===== src/rtl/tgt_pkg.sv =====
// Purpose: Shared constants and types for the tone generator timer.
// Assumes: 8-bit internal CPU bus, byte addresses in page zero.
// Notes:   Every offset, field position and reset value lives here.

package tgt_pkg;

   ////////////////////////////////////////////////////////////////////////
   // Register byte addresses
   localparam logic [15:0] TGT_ADDR_ROW_LO  = 16'h00f4;
   localparam logic [15:0] TGT_ADDR_ROW_HI  = 16'h00f5;
   localparam logic [15:0] TGT_ADDR_COLUMN  = 16'h00f6;
   localparam logic [15:0] TGT_ADDR_CONTROL = 16'h00f7;

   ////////////////////////////////////////////////////////////////////////
   // Control register fields
   localparam int TGT_MODE_LSB     = 0;
   localparam int TGT_MODE_MSB     = 2;
   localparam int TGT_TONE_SEL_BIT = 4;

   // Reset values
   localparam logic [15:0] TGT_ROW_RESET     = 16'h0000;
   localparam logic [7:0]  TGT_COLUMN_RESET  = 8'h00;
   localparam logic [7:0]  TGT_CONTROL_RESET = 8'h00;
   localparam logic [7:0]  TGT_RDATA_IDLE    = 8'h00;

   ////////////////////////////////////////////////////////////////////////
   // Sine step generator
   localparam int          TGT_STEP_W    = 5;
   localparam int          TGT_LEVEL_W   = 4;
   localparam logic [4:0]  TGT_STEP_LAST = 5'h19;  // 26 steps, 0 to 25
   localparam logic [4:0]  TGT_STEP_ZERO = 5'h00;
   localparam logic [3:0]  TGT_LEVEL_MID = 4'h8;
   localparam int          TGT_CHANNELS  = 2;
   localparam int          TGT_CH_ROW    = 0;
   localparam int          TGT_CH_COLUMN = 1;

   // Counters reload with value plus one, giving value plus two per period
   localparam logic [16:0] TGT_ROW_ONE    = 17'h00001;
   localparam logic [8:0]  TGT_COLUMN_ONE = 9'h001;

   // Step number to level code
   localparam logic [3:0] TGT_SINE_TABLE [26] = '{
      4'h8, 4'ha, 4'hb, 4'hd, 4'he, 4'hf, 4'hf, 4'hf, 4'hf, 4'he,
      4'hd, 4'hb, 4'ha, 4'h8, 4'h6, 4'h4, 4'h3, 4'h2, 4'h1, 4'h0,
      4'h0, 4'h0, 4'h0, 4'h1, 4'h2, 4'h4};

   typedef enum logic [2:0] {
      TGT_MODE_IDLE     = 3'b000,
      TGT_MODE_INTERVAL = 3'b001,
      TGT_MODE_PULSE    = 3'b010,
      TGT_MODE_ROW_TONE = 3'b011,
      TGT_MODE_COL_TONE = 3'b100,
      TGT_MODE_MODEM    = 3'b101,
      TGT_MODE_MODEM_PS = 3'b110,
      TGT_MODE_DUAL     = 3'b111
   } tgt_mode_e;

   // CPU bus request
   typedef struct packed {
      logic [15:0] addr;
      logic [7:0]  wdata;
      logic        we;
      logic        re;
   } tgt_bus_s;

   // Converter-facing outputs
   typedef struct packed {
      logic [3:0] row_level;
      logic [3:0] column_level;
      logic       square_out;
      logic       row_sine_on;
      logic       column_sine_on;
   } tgt_tone_s;

endpackage


===== src/rtl/tgt_top.sv =====
// Purpose: Row/receive and column/transmit counters with sine stepping.
// Assumes: CPU bus is synchronous to clk; receive carrier is synchronous.
// Notes:   Counters count one step per clk; no clock enable is used.

`timescale 1ns/1ps

// Functional notes
// - Mode field is control bits 2 to 0
// - Control bit 4 picks square or sine
// - 17-bit row counter, two-byte reload register
// - Idle mode: row path inactive, silent
// - Mode change, except to 100, reloads row
// - Interval mode: carry interrupts and reloads
// - Pulse mode: carrier edges capture and interrupt
// - Row tone mode: overflow reloads, no interrupt
// - Row overflow to square divider or sine
// - Column counter runs only with mode bit 2
// - Column write loads counter; overflow reloads
// - Mode 100: column overflow steps sine, silent
// - Mode 101: pulse timing plus column tone
// - Mode 110: like 101 with prescaler
// - Mode 111: row and column tones together
// - Unprescaled modem steps on every overflow
// - Each channel has its own modulo-26 stepper
// - Table maps step to level code
// - Levels hold when steppers stop
module tgt_top
   import tgt_pkg::*;
(
   input  wire logic      clk,
   input  wire logic      sys_rst,
   input  wire tgt_bus_s  cpu_bus,
   output logic [7:0]     cpu_rdata,
   input  wire logic      receive_carrier_in,
   output logic           row_irq,
   output tgt_tone_s      tone_output
);

   ////////////////////////////////////////////////////////////////////////
   // Register state

   logic [15:0] row_reload_register;
   logic [7:0]  column_reload_register;
   logic [7:0]  control;
   logic [16:0] row_counter;
   logic [8:0]  column_counter;
   logic        receive_carrier_prev;
   logic        square_state;
   logic        prescale_state;

   ////////////////////////////////////////////////////////////////////////
   // Decoded bus strobes

   logic wr_row_lo;
   logic wr_row_hi;
   logic wr_column;
   logic wr_control;

   always_comb begin
      wr_row_lo  = cpu_bus.we && (cpu_bus.addr == TGT_ADDR_ROW_LO);
      wr_row_hi  = cpu_bus.we && (cpu_bus.addr == TGT_ADDR_ROW_HI);
      wr_column  = cpu_bus.we && (cpu_bus.addr == TGT_ADDR_COLUMN);
      wr_control = cpu_bus.we && (cpu_bus.addr == TGT_ADDR_CONTROL);
   end

   ////////////////////////////////////////////////////////////////////////
   // Mode decode

   tgt_mode_e mode;
   tgt_mode_e next_mode;
   logic      tone_select;
   logic      mode_change;

   always_comb begin
      mode        = tgt_mode_e'(control[TGT_MODE_MSB:TGT_MODE_LSB]);
      next_mode   = tgt_mode_e'(cpu_bus.wdata[TGT_MODE_MSB:TGT_MODE_LSB]);
      tone_select = control[TGT_TONE_SEL_BIT];
   end

   // A rewrite with the same mode is not a change and keeps counting
   always_comb begin
      mode_change = wr_control && (next_mode != mode)
                    && (next_mode != TGT_MODE_COL_TONE);
   end

   ////////////////////////////////////////////////////////////////////////
   // Per-mode behaviour of the row path

   logic row_active;
   logic row_interval;
   logic row_pulse_width;
   logic row_tone;

   always_comb begin
      row_active      = 1'b0;
      row_interval    = 1'b0;
      row_pulse_width = 1'b0;
      row_tone        = 1'b0;
      case (mode)
         TGT_MODE_IDLE: begin
            row_active = 1'b0;
         end
         TGT_MODE_INTERVAL: begin
            row_active   = 1'b1;
            row_interval = 1'b1;
         end
         TGT_MODE_PULSE: begin
            row_active      = 1'b1;
            row_pulse_width = 1'b1;
         end
         TGT_MODE_ROW_TONE: begin
            row_active = 1'b1;
            row_tone   = 1'b1;
         end
         TGT_MODE_COL_TONE: begin
            row_active = 1'b0;
         end
         TGT_MODE_MODEM: begin
            row_active      = 1'b1;
            row_pulse_width = 1'b1;
         end
         TGT_MODE_MODEM_PS: begin
            row_active      = 1'b1;
            row_pulse_width = 1'b1;
         end
         TGT_MODE_DUAL: begin
            row_active = 1'b1;
            row_tone   = 1'b1;
         end
         default: begin
            row_active = 1'b0;
         end
      endcase
   end

   ////////////////////////////////////////////////////////////////////////
   // Per-mode behaviour of the column path

   logic column_active;
   logic column_prescale;

   always_comb begin
      column_active   = control[TGT_MODE_MSB];
      column_prescale = (mode == TGT_MODE_MODEM_PS);
   end

   ////////////////////////////////////////////////////////////////////////
   // Overflow and edge detection

   logic row_carry;
   logic column_carry;
   logic carrier_edge;
   logic [16:0] row_load_value;
   logic [8:0]  column_load_value;

   // Reload one above the register so a period is value plus two
   always_comb begin
      row_load_value    = {1'b0, row_reload_register} + TGT_ROW_ONE;
      column_load_value = {1'b0, column_reload_register} + TGT_COLUMN_ONE;
      row_carry    = row_active && (row_counter == 17'h00000);
      column_carry = column_active && (column_counter == 9'h000);
      carrier_edge = row_pulse_width
                     && (receive_carrier_in != receive_carrier_prev);
   end

   // Carrier taken as synchronous; one flop gives the previous level
   always_ff @(posedge clk) begin
      if (sys_rst) begin
         receive_carrier_prev <= 1'b0;
      end else begin
         receive_carrier_prev <= receive_carrier_in;
      end
   end

   ////////////////////////////////////////////////////////////////////////
   // Control register

   always_ff @(posedge clk) begin
      if (sys_rst) begin
         control <= TGT_CONTROL_RESET;
      end else if (wr_control) begin
         control <= cpu_bus.wdata;
      end
   end

   ////////////////////////////////////////////////////////////////////////
   // Row reload register, two bytes; a capture beats a CPU write

   always_ff @(posedge clk) begin
      if (sys_rst) begin
         row_reload_register <= TGT_ROW_RESET;
      end else if (carrier_edge) begin
         row_reload_register <= row_counter[15:0];
      end else if (wr_row_lo) begin
         row_reload_register[7:0] <= cpu_bus.wdata;
      end else if (wr_row_hi) begin
         row_reload_register[15:8] <= cpu_bus.wdata;
      end
   end

   ////////////////////////////////////////////////////////////////////////
   // Row counter

   always_ff @(posedge clk) begin
      if (sys_rst) begin
         row_counter <= {1'b0, TGT_ROW_RESET};
      end else if (mode_change) begin
         row_counter <= row_load_value;
      end else if (!row_active) begin
         row_counter <= row_counter;
      end else if (row_carry) begin
         row_counter <= row_load_value;
      end else begin
         row_counter <= row_counter - TGT_ROW_ONE;
      end
   end

   // Interrupt pulse: interval carries and carrier edges only
   always_ff @(posedge clk) begin
      if (sys_rst) begin
         row_irq <= 1'b0;
      end else begin
         row_irq <= (row_interval && row_carry)
                    || carrier_edge;
      end
   end

   ////////////////////////////////////////////////////////////////////////
   // Column reload register and counter

   always_ff @(posedge clk) begin
      if (sys_rst) begin
         column_reload_register <= TGT_COLUMN_RESET;
      end else if (wr_column) begin
         column_reload_register <= cpu_bus.wdata;
      end
   end

   // A CPU write lands in the counter at once, not at the next overflow
   always_ff @(posedge clk) begin
      if (sys_rst) begin
         column_counter <= {1'b0, TGT_COLUMN_RESET};
      end else if (wr_column) begin
         column_counter <= {1'b0, cpu_bus.wdata} + TGT_COLUMN_ONE;
      end else if (!column_active) begin
         column_counter <= column_counter;
      end else if (column_carry) begin
         column_counter <= column_load_value;
      end else begin
         column_counter <= column_counter - TGT_COLUMN_ONE;
      end
   end

   ////////////////////////////////////////////////////////////////////////
   // Transmit prescaler and square wave divider

   // Prescaler halves the column step rate in the prescaled modem mode
   always_ff @(posedge clk) begin
      if (sys_rst) begin
         prescale_state <= 1'b0;
      end else if (!column_prescale) begin
         prescale_state <= 1'b0;
      end else if (column_carry) begin
         prescale_state <= !prescale_state;
      end
   end

   // Square output toggles on row overflow in the row tone modes when tone select is set
   always_ff @(posedge clk) begin
      if (sys_rst) begin
         square_state <= 1'b0;
      end else if (row_tone && tone_select && row_carry) begin
         square_state <= !square_state;
      end
   end

   ////////////////////////////////////////////////////////////////////////
   // Step pulses for the two sine channels

   logic [TGT_CHANNELS-1:0] step_pulse;

   always_comb begin
      step_pulse[TGT_CH_ROW] = row_tone && !tone_select
                               && row_carry;
      if (column_prescale) begin
         step_pulse[TGT_CH_COLUMN] = column_carry && prescale_state;
      end else begin
         step_pulse[TGT_CH_COLUMN] = column_carry;
      end
   end

   ////////////////////////////////////////////////////////////////////////
   // Identical step counters, one per channel

   logic [TGT_LEVEL_W-1:0] level [TGT_CHANNELS];

   genvar ch;
   generate
      for (ch = 0; ch < TGT_CHANNELS; ch++) begin : g_sine
         tgt_sine_step u_step (
            .clk        (clk),
            .sys_rst    (sys_rst),
            .step_pulse (step_pulse[ch]),
            .step       (),
            .level      (level[ch])
         );
      end
   endgenerate

   ////////////////////////////////////////////////////////////////////////
   // Tone outputs, registered

   // Sine enables tell the analog side which converter to sum
   always_ff @(posedge clk) begin
      if (sys_rst) begin
         tone_output              <= '0;
         tone_output.row_level    <= TGT_LEVEL_MID;
         tone_output.column_level <= TGT_LEVEL_MID;
      end else begin
         tone_output.row_level      <= level[TGT_CH_ROW];
         tone_output.column_level   <= level[TGT_CH_COLUMN];
         tone_output.square_out     <= square_state;
         tone_output.row_sine_on    <= row_tone && !tone_select;
         tone_output.column_sine_on <= column_active;
      end
   end

   ////////////////////////////////////////////////////////////////////////
   // Read path; one cycle latency, unmapped reads give zero

   always_ff @(posedge clk) begin
      if (sys_rst) begin
         cpu_rdata <= TGT_RDATA_IDLE;
      end else if (cpu_bus.re) begin
         case (cpu_bus.addr)
            TGT_ADDR_ROW_LO: begin
               cpu_rdata <= row_reload_register[7:0];
            end
            TGT_ADDR_ROW_HI: begin
               cpu_rdata <= row_reload_register[15:8];
            end
            TGT_ADDR_COLUMN: begin
               cpu_rdata <= column_reload_register;
            end
            TGT_ADDR_CONTROL: begin
               cpu_rdata <= control;
            end
            default: begin
               cpu_rdata <= TGT_RDATA_IDLE;
            end
         endcase
      end else begin
         cpu_rdata <= TGT_RDATA_IDLE;
      end
   end

endmodule


===== src/rtl/tgt_sine_step.sv =====
// Purpose: One sine channel: modulo-26 step counter and level table.
// Assumes: step_pulse is a one-cycle pulse from the channel divider.
// Notes:   Level holds whenever no pulse arrives, so stopping is smooth.

`timescale 1ns/1ps

module tgt_sine_step
   import tgt_pkg::*;
(
   input  wire logic              clk,
   input  wire logic              sys_rst,
   input  wire logic              step_pulse,
   output logic [TGT_STEP_W-1:0]  step,
   output logic [TGT_LEVEL_W-1:0] level
);

   logic [TGT_STEP_W-1:0] next_step;

   ////////////////////////////////////////////////////////////////////////
   // Wrap after the last of 26 steps
   always_comb begin
      if (step == TGT_STEP_LAST) begin
         next_step = TGT_STEP_ZERO;
      end else begin
         next_step = step + TGT_STEP_W'(1);
      end
   end

   // Step advances only on a divider overflow
   always_ff @(posedge clk) begin
      if (sys_rst) begin
         step <= TGT_STEP_ZERO;
      end else if (step_pulse) begin
         step <= next_step;
      end
   end

   // Level is registered from the table; holds when counting stops
   always_ff @(posedge clk) begin
      if (sys_rst) begin
         level <= TGT_LEVEL_MID;
      end else if (step_pulse) begin
         level <= TGT_SINE_TABLE[next_step];
      end
   end

endmodule


===== config.mk =====
export PLATFORM = sky130hd
export DESIGN_NAME = tgt_top
export DESIGN_NICKNAME = d
export VERILOG_FILES = /design/src/rtl/tgt_pkg.sv /design/src/rtl/tgt_top.sv /design/src/rtl/tgt_sine_step.sv
export SDC_FILE = /design/constraint.sdc
export NUM_CORES = 1
export LEC_CHECK = 0
export ABC_AREA = 1
export BUFFER_PORTS_ARGS = -buffer_cell sky130_fd_sc_hd__buf_2
export CAP_MARGIN = 15
export CELL_PAD_IN_SITES_DETAIL_PLACEMENT = 1
export CELL_PAD_IN_SITES_GLOBAL_PLACEMENT = 1
export CORE_MARGIN = 1
export CORE_UTILIZATION = 40
export CTS_BUF_LIST = sky130_fd_sc_hd__clkbuf_4
export DETAILED_ROUTE_END_ITERATION = 6
export GPL_ROUTABILITY_DRIVEN = 0
export PLACE_DENSITY_LB_ADDON = 0.1
export SLEW_MARGIN = 15
export SYNTH_ARGS = -nofsm -noshare
export SYNTH_HDL_FRONTEND = slang
export SYNTH_SLANG_ARGS = --single-unit

===== constraint.sdc =====
create_clock -name clk -period 1.9 [get_ports clk]
set_clock_uncertainty 0.05 [all_clocks]
set_input_delay 0.38 -clock clk [delete_from_list [all_inputs] [get_ports clk]]
set_output_delay 0.38 -clock clk [all_outputs]
set_load 0.01 [all_outputs]

==> out/summary.txt, run 1 <==
status: finished clean
CTS Root Buffer Type: clkbuf_4
first-pass GRT wire length: 34.8 mm
crit-path leading delay family: simple AND/OR/NAND/NOR gates
final setup TNS: 0 ns
fillers: 2269
Critical Path Fanout Max: 3
Max transition margin: 66.7%
# placed instances: 1357
final WL: 21.7 mm
Fmax: 548 MHz
post-synthesis sequential area ratio: 30.3%
Worst-path clk slew: 0.18 ns
antenna-violating nets left: 0
Area Overhead vs Synth: 20.7%
CTS Sinks: 99
critical path arrival: 2.17 ns
startpoint types: flop
num rows: 46
Final setup viols: 0
Slew @ Worst Pin: 0.497 ns
# H-tree levels: 3
IO buf count: 48
max_cap viols: 0
CP endpoint kind: flop
synthesized cell area: 6550 µm²
worst vdd ir: 0.000429 V
Final nets: 1208
average cell area after synthesis: 6.28 µm²
routed via count: 6935
Setup CP Type: flop to flop
CTS tree: built
cts hold-fix bufs: 0
largest net degree at the start of global routing: 38
cell area power density: 446 nW/µm²
HP Class: primary input to flop
slowest stage delay, CP: 0.36 ns
Layout Utilization: 49.6%
ys async rst share: 0%
total track usage: 26.6%
synthesized instance count: 1042
DP Wirelength: 16.8 mm
Detailed Routing Iterations Pass 1: 5
drt wl/cell: 15.7 µm
initial core utilization: 41.1%
CTS Buffer Depth: 2
buffer and inverter count on the worst path: 2
chip height: 130 µm
layout cells sized above 1: 20.2%
CP max stage cell: dfxtp_2
TritonCTS Buffers: 9
Synth Flop Type: dfxtp_1
design area: 7900 µm²
I/O Pins: 49
clk_lat worst skew: 0.50 ns
Remaining DRCs: 0
fin cells: 1381
Total Power: 3.52 mW
worst path required time: 2.25 ns
Lkg Pwr: 4.07 nW
die area: 16900 µm²
initial antenna violation count: 1
Synth warnings: 0
distinct cell type count after synthesis: 39
vias in the first global route: 6749
Syn Nets: 1091
Post-DP Area: 7540 µm²
Die W: 130 µm
Seq cells post-synth: 99
DR iter-0 viols: 360
Final Max Slew Viols: 0
remaining global-route overflow: 0
Period minus WS final: 1.83 ns
Core ar.: 15900 µm²
CP cell instances: inv_2 > ha_2 > nand4_1 > nand2_1 > inv_1 > ha_1 > or2_4 > o211ai_1 > a21oi_1
number of synthesized flops with an enable pin: 0
number of vias per cell: 5.02
Final Cycle Share: 96.1%
endpoints failing hold: 0
==> worst paths after layout <==
path | startpoint | endpoint | slack, ns | cells past startpoint
min | receive_carrier_in | receive_carrier_prev | 0.05 | 3
max | g_sine[1].u_step.step[1] | g_sine[1].u_step.level[2] | 0.07 | 9
max reg2reg | g_sine[1].u_step.step[1] | g_sine[1].u_step.level[2] | 0.07 | 9
min reg2reg | g_sine[0].u_step.level[1] | tone_output[8] | 0.39 | 2
==> report_power, final <==
group          switching (mW)  internal, mW
Sequential           0.000484          2.08
Clock                   0.840         0.422
Combinational           0.122        0.0592
Total                   0.963          2.56
==> cell usage after synthesis (all sizes together) (7+ instances only) <==
| cell | instances | area, µm² |
|---|---|---|
| o21ai | 59 | 295 |
| a21oi | 59 | 295 |
| clkbuf | 7 | 26.3 |
| ha | 20 | 250 |
| xnor2 | 10 | 87.6 |
| dfxtp | 99 | 1980 |
| inv | 145 | 544 |
| nand2 | 290 | 1130 |
| nor3 | 10 | 55.1 |
| xor2 | 31 | 272 |
| buf | 22 | 154 |
| nand3 | 106 | 566 |
| nand4 | 21 | 131 |
| clkinv | 10 | 38.8 |
| nor2 | 136 | 599 |
==> placed cells by master (no fill, tap or decap), drive strengths merged <==
cell type	synthesis	layout
dfxtp	99	99
nand4	21	21
a211oi	5	5
and2	1	1
o2111a	1	1
clkinv	10	10
clkbuf	7	9
clkinvlp	0	2
o22ai	1	1
nand3	106	106
o21a	1	1
o21ai	59	59
inv	145	149
xnor2	10	10
nand2	290	290
nor4	1	1
nor3	10	10
o211ai	1	1
a22o	1	1
buf	22	135
diode	0	1
nor2	136	136
bufinv	0	1
or2	3	3
a21oi	59	59
xor2	31	31
nand3b	2	2
ha	20	20
==> worst reg2reg max path: cells and delay by family, from the launching register on <==
family,cells,cell delay (ns)
AO/OA/AOI/OAI,2,0.28
AND/OR/NAND/NOR,3,0.56
adder cells (fa/ha/maj),2,0.37
buffers and inverters,2,0.12
flip-flops,1,0.36
==> layout make-up <==
cell class,instances,area (µm²),share of cell area (%)
multi-input combinational,759,3940,49.8
inverter,155,587,7.42
clock inverter,7,82.6,1.04
sequential,99,2000,25.3
clock buffer,9,67.6,0.855
antenna,1,2.50,0.0317
tap,216,270,3.42
timing repair buffer,135,960,12.1
==> state kept, by name (all words and copies together), names as in the netlist <==
name                    flops
column_counter              9
column_reload_register      8
control                     8
cpu_rdata                   8
g_sine.u_step.level         8
g_sine.u_step.step         10
prescale_state              1
receive_carrier_prev        1
row_counter                17
row_irq                     1
row_reload_register        16
square_state                1
tone_output                11
==> stage by stage <==
| stage | hold slack, ns | setup WS [ns] |
|---|---|---|
| 6_report | 0.0485 | 0.0739 |
| 5_1_grt | 0.0307 | -0.0266 |
| 4_1_cts | 0.0142 | 0.0138 |
| 3_5_place_dp | 0.367 | -0.0282 |
| 3_3_place_gp | 0.365 | 0.0289 |
| 2_1_floorplan | 0.350 | 0.0632 |
==> metal layers <==
metal | track usage [%] | wire length (µm) | vias up
met5 | 0 | 0 | -
met4 | 4.86 | 160 | 0
met3 | 3.81 | 891 | 12
met2 | 44.6 | 10400 | 99
met1 | 36.6 | 10300 | 3308
li1 | - | - | 3516
==> cells by family (layout without fill, tap and decap cells) <==
kind of cell | after synthesis | count (layout) | synth area share [%]
AO/OA/AOI/OAI | 128 | 128 | 10.2
XOR/XNOR | 41 | 41 | 5.48
adder cells (fa/ha/maj) | 20 | 20 | 3.82
buffers and inverters | 184 | 306 | 11.7
flip-flops | 99 | 99 | 30.3
other | 0 | 1 | 0
AND/OR/NAND/NOR | 570 | 570 | 38.5
==> timing repair <==
action,4_1_cts,5_1_grt
resized for setup,1,62
pin swaps,0,12
setup endpoints to repair,1,47
setup buffers,0,7
(Power assumes the default switching activity.)
==> run 2: changes to the inputs <==
- CORE_UTILIZATION: 40 -> 48
- SKIP_CTS_REPAIR_TIMING: not set -> 1
- clock period: 1.9 -> 2.1 ns (I/O delays scaled with it)
==> run 2 against run 1 <==
Net effect:
- combinational power is 13% lower
- final area is 7.9% lower
- utilization is 5.1 points higher
- cell count is 6.7% lower
- first-iteration DRC count is 6.1% lower
- critical path depth is 3 higher
- die area is 16% lower
- via count is 2.1% lower
- power is 13% lower
- largest cell class unchanged
==> out/summary.txt, run 2 (synthesis results as in run 1) <==
status: finished clean
drt wl/cell: 15.8 µm (+0.39%)
worst path required time: 2.52 ns (+0.27 ns)
startpoint types: flop
remaining global-route overflow: 0 (unchanged)
antenna-violating nets left: 0 (unchanged)
endpoints failing hold: 0 (unchanged)
clk_lat worst skew: 0.50 ns (about the same)
Max transition margin: 68.0% (+1.2 points)
met3 WL: 813 µm (-8.8%)
CTS tree: built
CTS Sinks: 99 (unchanged)
most common library cell in the layout ignoring fill and taps: nand2_1
CP cell instances: nor2_1 > nand2_1 > nor2_1 > nand3_1 > nor2_2 > buf_4 > nand2_1 > nand2_1 > nand2_1 > nand3_1 > nand2_1 > inv_1
Area Overhead vs Synth: 11.1%
I/O Pins: 49 (unchanged)
# H-tree levels: 3 (unchanged)
Core ar.: 13300 µm² (-17%)
top flop regs: row_counter x17, row_reload_register x16, tone_output x11
vias in the first global route: 6927 (+2.6%)
Final Max Slew Viols: 0 (unchanged)
Critical Path Fanout Max: 12 (+9)
hold slack: 0.0728 ns (+0.0244 ns)
RSZ-0062 raised after global routing: true
chip height: 119 µm (-8.6%)
Detailed Routing Iterations Pass 1: 5 (unchanged)
Final Cycle Share: 92.5% (-3.6 points)
routed wl met2: 9.64 mm (-7.2%)
number of vias per cell: 5.27 (+4.9%)
Final nets: 1156 (-4.3%)
Period minus WS final: 1.94 ns (+0.116 ns)
critical path arrival: 2.37 ns (+0.20 ns)
routed via count: 6791 (-2.1%)
total track usage: 30.4% (+3.8 points)
slowest stage delay, CP: 0.39 ns (+0.03 ns)
Reg2Reg Setup Slack: 0.16 ns (+0.08 ns)
most used cell along the critical path: nand2_1
DR iter-0 viols: 338 (-6.1%)
max_cap viols: 0 (unchanged)
DRT met1 WL: 9.57 mm (-6.8%)
final setup TNS: 0 ns (unchanged)
Final setup viols: 0 (unchanged)
Slew @ Worst Pin: 0.479 ns (-0.0185 ns)
initial core utilization: 49.2% (+8.2 points)
Die W: 119 µm (-8.6%)
CP max stage cell: dfxtp_1
initial antenna violation count: 1 (unchanged)
CTS Root Buffer Type: clkbuf_4
Remaining DRCs: 0 (unchanged)
worst vdd ir: 0.000366 V (-15%)
Setup CP Type: flop to flop
cell area power density: 423 nW/µm² (-5.1%)
first-pass GRT wire length: 34.3 mm (-1.4%)
largest net degree at the start of global routing: 33 (-13%)
IO buf count: 48 (unchanged)
Reg with most FFs: row_counter
Layout Utilization: 54.7% (+5.1 points)
Lkg Pwr: 3.79 nW (-7.0%)
layout cells sized above 1: 13.0% (-7.1 points)
TritonCTS Buffers: 9 (unchanged)
max reg flops: 17 (unchanged)
DR top layer: met4
num rows: 42 (-8.7%)
most frequent cells in the layout: nand2_1 (280), inv_1 (140), nor2_1 (117)
Worst-path clk slew: 0.18 ns (about the same)
CTS Buffer Depth: 2 (unchanged)
final WL: 20.3 mm (-6.3%)
die area: 14100 µm² (-16%)
HP Class: primary input to flop
Fmax: 515 MHz (-6.0%)
DP Wirelength: 15.6 mm (-7.1%)
CP endpoint kind: flop
[run 2: cell type report]
cell class              count  area (µm²)
diodes                      1        2.50
clock buffers               9        67.6
clock inverters             7        70.1
fillers                  1896        6020
inverters                 155         583
multi-input cells         759        3820
flip-flops and latches     99        1980
well taps                 176         220
repair buffers             83         528
[run 2: path summary, 6_finish.rpt]
kind	to	startpoint	depth (start not counted)
setup / recovery	row_counter[8]	row_counter[6]	12
hold / removal	receive_carrier_prev	receive_carrier_in	3
setup reg to reg	row_counter[8]	row_counter[6]	12
hold reg to reg	tone_output[7]	g_sine[0].u_step.level[0]	2
[run 2: metrics by stage]
stage / instance area (µm²) / setup slack, ns / power [mW] / cells
after detailed placement: 7100 / 0.0437 / 2.08 / 1270
after CTS: 7240 / 0.0236 / 3.10 / 1286
after global routing: 7280 / -0.00988 / 3.19 / 1289
after global placement: 7100 / 0.126 / 2.07 / 1270
final: 7280 / 0.158 / 3.08 / 1289
after floorplan: 6550 / 0.263 / 2.00 / 1042
[run 2: routing by layer]
layer  vias to the layer above  global-route usage [%]
li1                       3411                       -
met3                        29                    4.49
met2                       134                    51.3
met5                         -                       0
met4                         0                    8.70
met1                      3217                    40.1
[run 2: worst max-delay path: cells and delay by family, from the launching register on]
family        cells  cell delay (ns)
simple gates     10             1.19
flops             1             0.39
buf+inv           2             0.27
[run 2: power breakdown]
group	switching (mW)	internal (mW)	leakage [nW]
clock	0.766	0.274	0.0718
sequential	0.000427	1.88	0.798
combinational	0.110	0.0479	2.92
==> run 3: changes to the inputs <==
- CELL_PAD_IN_SITES_GLOBAL_PLACEMENT: 1 -> 2
- CORE_UTILIZATION: 48 -> 37
- TNS_END_PERCENT: not set -> 50
==> run 3 against run 2 <==
Net effect:
- maximum frequency is 1.3% higher
- highest routed layer unchanged
- sequential power hardly changed
- clock power is 20% higher
- first-iteration DRC count is 7.4% lower
==> out/summary.txt, run 3 (synthesis results as in run 1) <==
total track usage: 24.8% (-5.6 points)
initial antenna violation count: 1 (unchanged)
CTS Buffer Depth: 2 (unchanged)
final setup TNS: 0 ns (unchanged)
I/O Pins: 49 (unchanged)
most common library cell in the layout ignoring fill and taps: nand2_1
Lkg Pwr: 3.85 nW (+1.7%)
Detailed Routing Iterations Pass 1: 4 (-1)
remaining global-route overflow: 0 (unchanged)
IO buf count: 48 (unchanged)
drt wl/cell: 15.9 µm (+0.46%)
CTS tree: built
most frequent cells in the layout: nand2_1 (281), inv_1 (141), nor2_1 (117)
DR iter-0 viols: 313 (-7.4%)
Period minus WS final: 1.92 ns (-0.0256 ns)
Reg2Reg Setup Slack: 0.18 ns (+0.03 ns)
CP max stage cell: dfxtp_1
initial core utilization: 37.9% (-11 points)
# placed instances: 1329 (+4.6%)
final WL: 21.3 mm (+4.8%)
top flop regs: row_counter x17, row_reload_register x16, tone_output x11
first-pass GRT wire length: 35.3 mm (+2.9%)
number of vias per cell: 4.97 (-5.7%)
Area Overhead vs Synth: 13.4%
cell area power density: 444 nW/µm² (+5.0%)
Reg with most FFs: row_counter
DP Wirelength: 16.7 mm (+6.9%)
endpoints failing hold: 0 (unchanged)
worst vdd ir: 0.000304 V (-17%)
Final Max Slew Viols: 0 (unchanged)
Final setup viols: 0 (unchanged)
worst path required time: 2.44 ns (-0.08 ns)
Slew @ Worst Pin: 0.469 ns (-0.00994 ns)
Max transition margin: 68.6% (+0.66 points)
Worst-path clk slew: 0.16 ns (-0.02 ns)
dpl ws: 0.0959 ns (+0.0522 ns)
largest net degree at the start of global routing: 24 (-27%)
Layout Utilization: 42.9% (-12 points)
fin cells: 1345 (+4.3%)
Post-DP Area: 7250 µm² (+2.1%)
crit-path leading delay family: simple AND/OR/NAND/NOR gates
Final Cycle Share: 91.3% (-1.2 points)
HP Class: primary input to flop
buffer and inverter count on the worst path: 1 (-1)
Final nets: 1164 (+0.69%)
CP endpoint kind: flop
Core ar.: 17300 µm² (+30%)
CTS Root Buffer Type: clkbuf_4
TritonCTS Buffers: 9 (unchanged)
hold slack: 0.101 ns (+0.0286 ns)
CP cell instances: ha_1 > nand4_1 > nand2_1 > inv_1 > ha_1 > or2_2 > o211ai_1 > a21oi_1
clk_lat worst skew: 0.50 ns (about the same)
max reg flops: 17 (unchanged)
status: finished clean
antenna-violating nets left: 0 (unchanged)
Critical Path Fanout Max: 5 (-7)
vias in the first global route: 6785 (-2.0%)
num rows: 48 (+14%)
most used cell along the critical path: ha_1
startpoint types: flop
max_cap viols: 0 (unchanged)
Fmax: 522 MHz (+1.3%)
critical path arrival: 2.25 ns (-0.12 ns)
fillers: 2365 (+25%)
design area: 7430 µm² (+2.1%)
# H-tree levels: 3 (unchanged)
CTS Sinks: 99 (unchanged)
Final WS setup: 0.183 ns (+0.0256 ns)
layout cells sized above 1: 13.2% (+0.19 points)
Total Power: 3.30 mW (+7.1%)
Die W: 135 µm (+14%)
Setup CP Type: flop to flop
die area: 18200 µm² (+29%)
chip height: 135 µm (+14%)
Remaining DRCs: 0 (unchanged)
slowest stage delay, CP: 0.44 ns (+0.05 ns)
RSZ-0062 raised after global routing: false
routed via count: 6680 (-1.6%)
-- run 3: changes by cell type in the layout (fill, tap and decap cells not counted), sizes merged --
cell and change:
clkinv -2, clkinvlp -1, buf +8, bufinv +2
-- run 3: final timing paths --
kind / startpoint / depth (start not counted) / endpoint
worst max-delay path: g_sine[1].u_step.step[0] / 8 / g_sine[1].u_step.level[2]
worst min-delay path: receive_carrier_in / 3 / receive_carrier_prev
worst max register to register: g_sine[1].u_step.step[0] / 8 / g_sine[1].u_step.level[2]
worst min register to register: g_sine[0].u_step.level[0] / 2 / tone_output[7]
-- run 3: power by group --
group / switching, mW / internal [mW]
Clock: 0.755 / 0.496
Combinational: 0.110 / 0.0539
Sequential: 0.000437 / 1.88
-- run 3: worst min-delay path: stages --
cell,delay (ns)
buf_2,0.11
inv_1,0.05
nor2_1,0.03
-- run 3: area by class of cell --
type | instances | area [µm²] | area share [%]
Antenna cell | 1 | 2.50 | 0.0337
Clock buffer | 9 | 67.6 | 0.910
Clock inverter | 6 | 97.6 | 1.31
Inverter | 155 | 583 | 7.85
Multi-Input combinational cell | 759 | 3810 | 51.3
Sequential cell | 99 | 1980 | 26.7
Tap cell | 225 | 282 | 3.79
Timing Repair Buffer | 91 | 601 | 8.09
-- run 3: layer usage --
| metal | global-route usage (%) | vias up | wire length, µm | share of wire [%] |
|---|---|---|---|---|
| li1 | - | 3423 | - | - |
| met4 | 4.74 | 0 | 183 | 0.86 |
| met5 | 0 | - | 0 | 0 |
| met2 | 41.9 | 85 | 9930 | 47 |
| met1 | 33.7 | 3156 | 10600 | 50 |
| met3 | 3.38 | 16 | 642 | 3.0 |
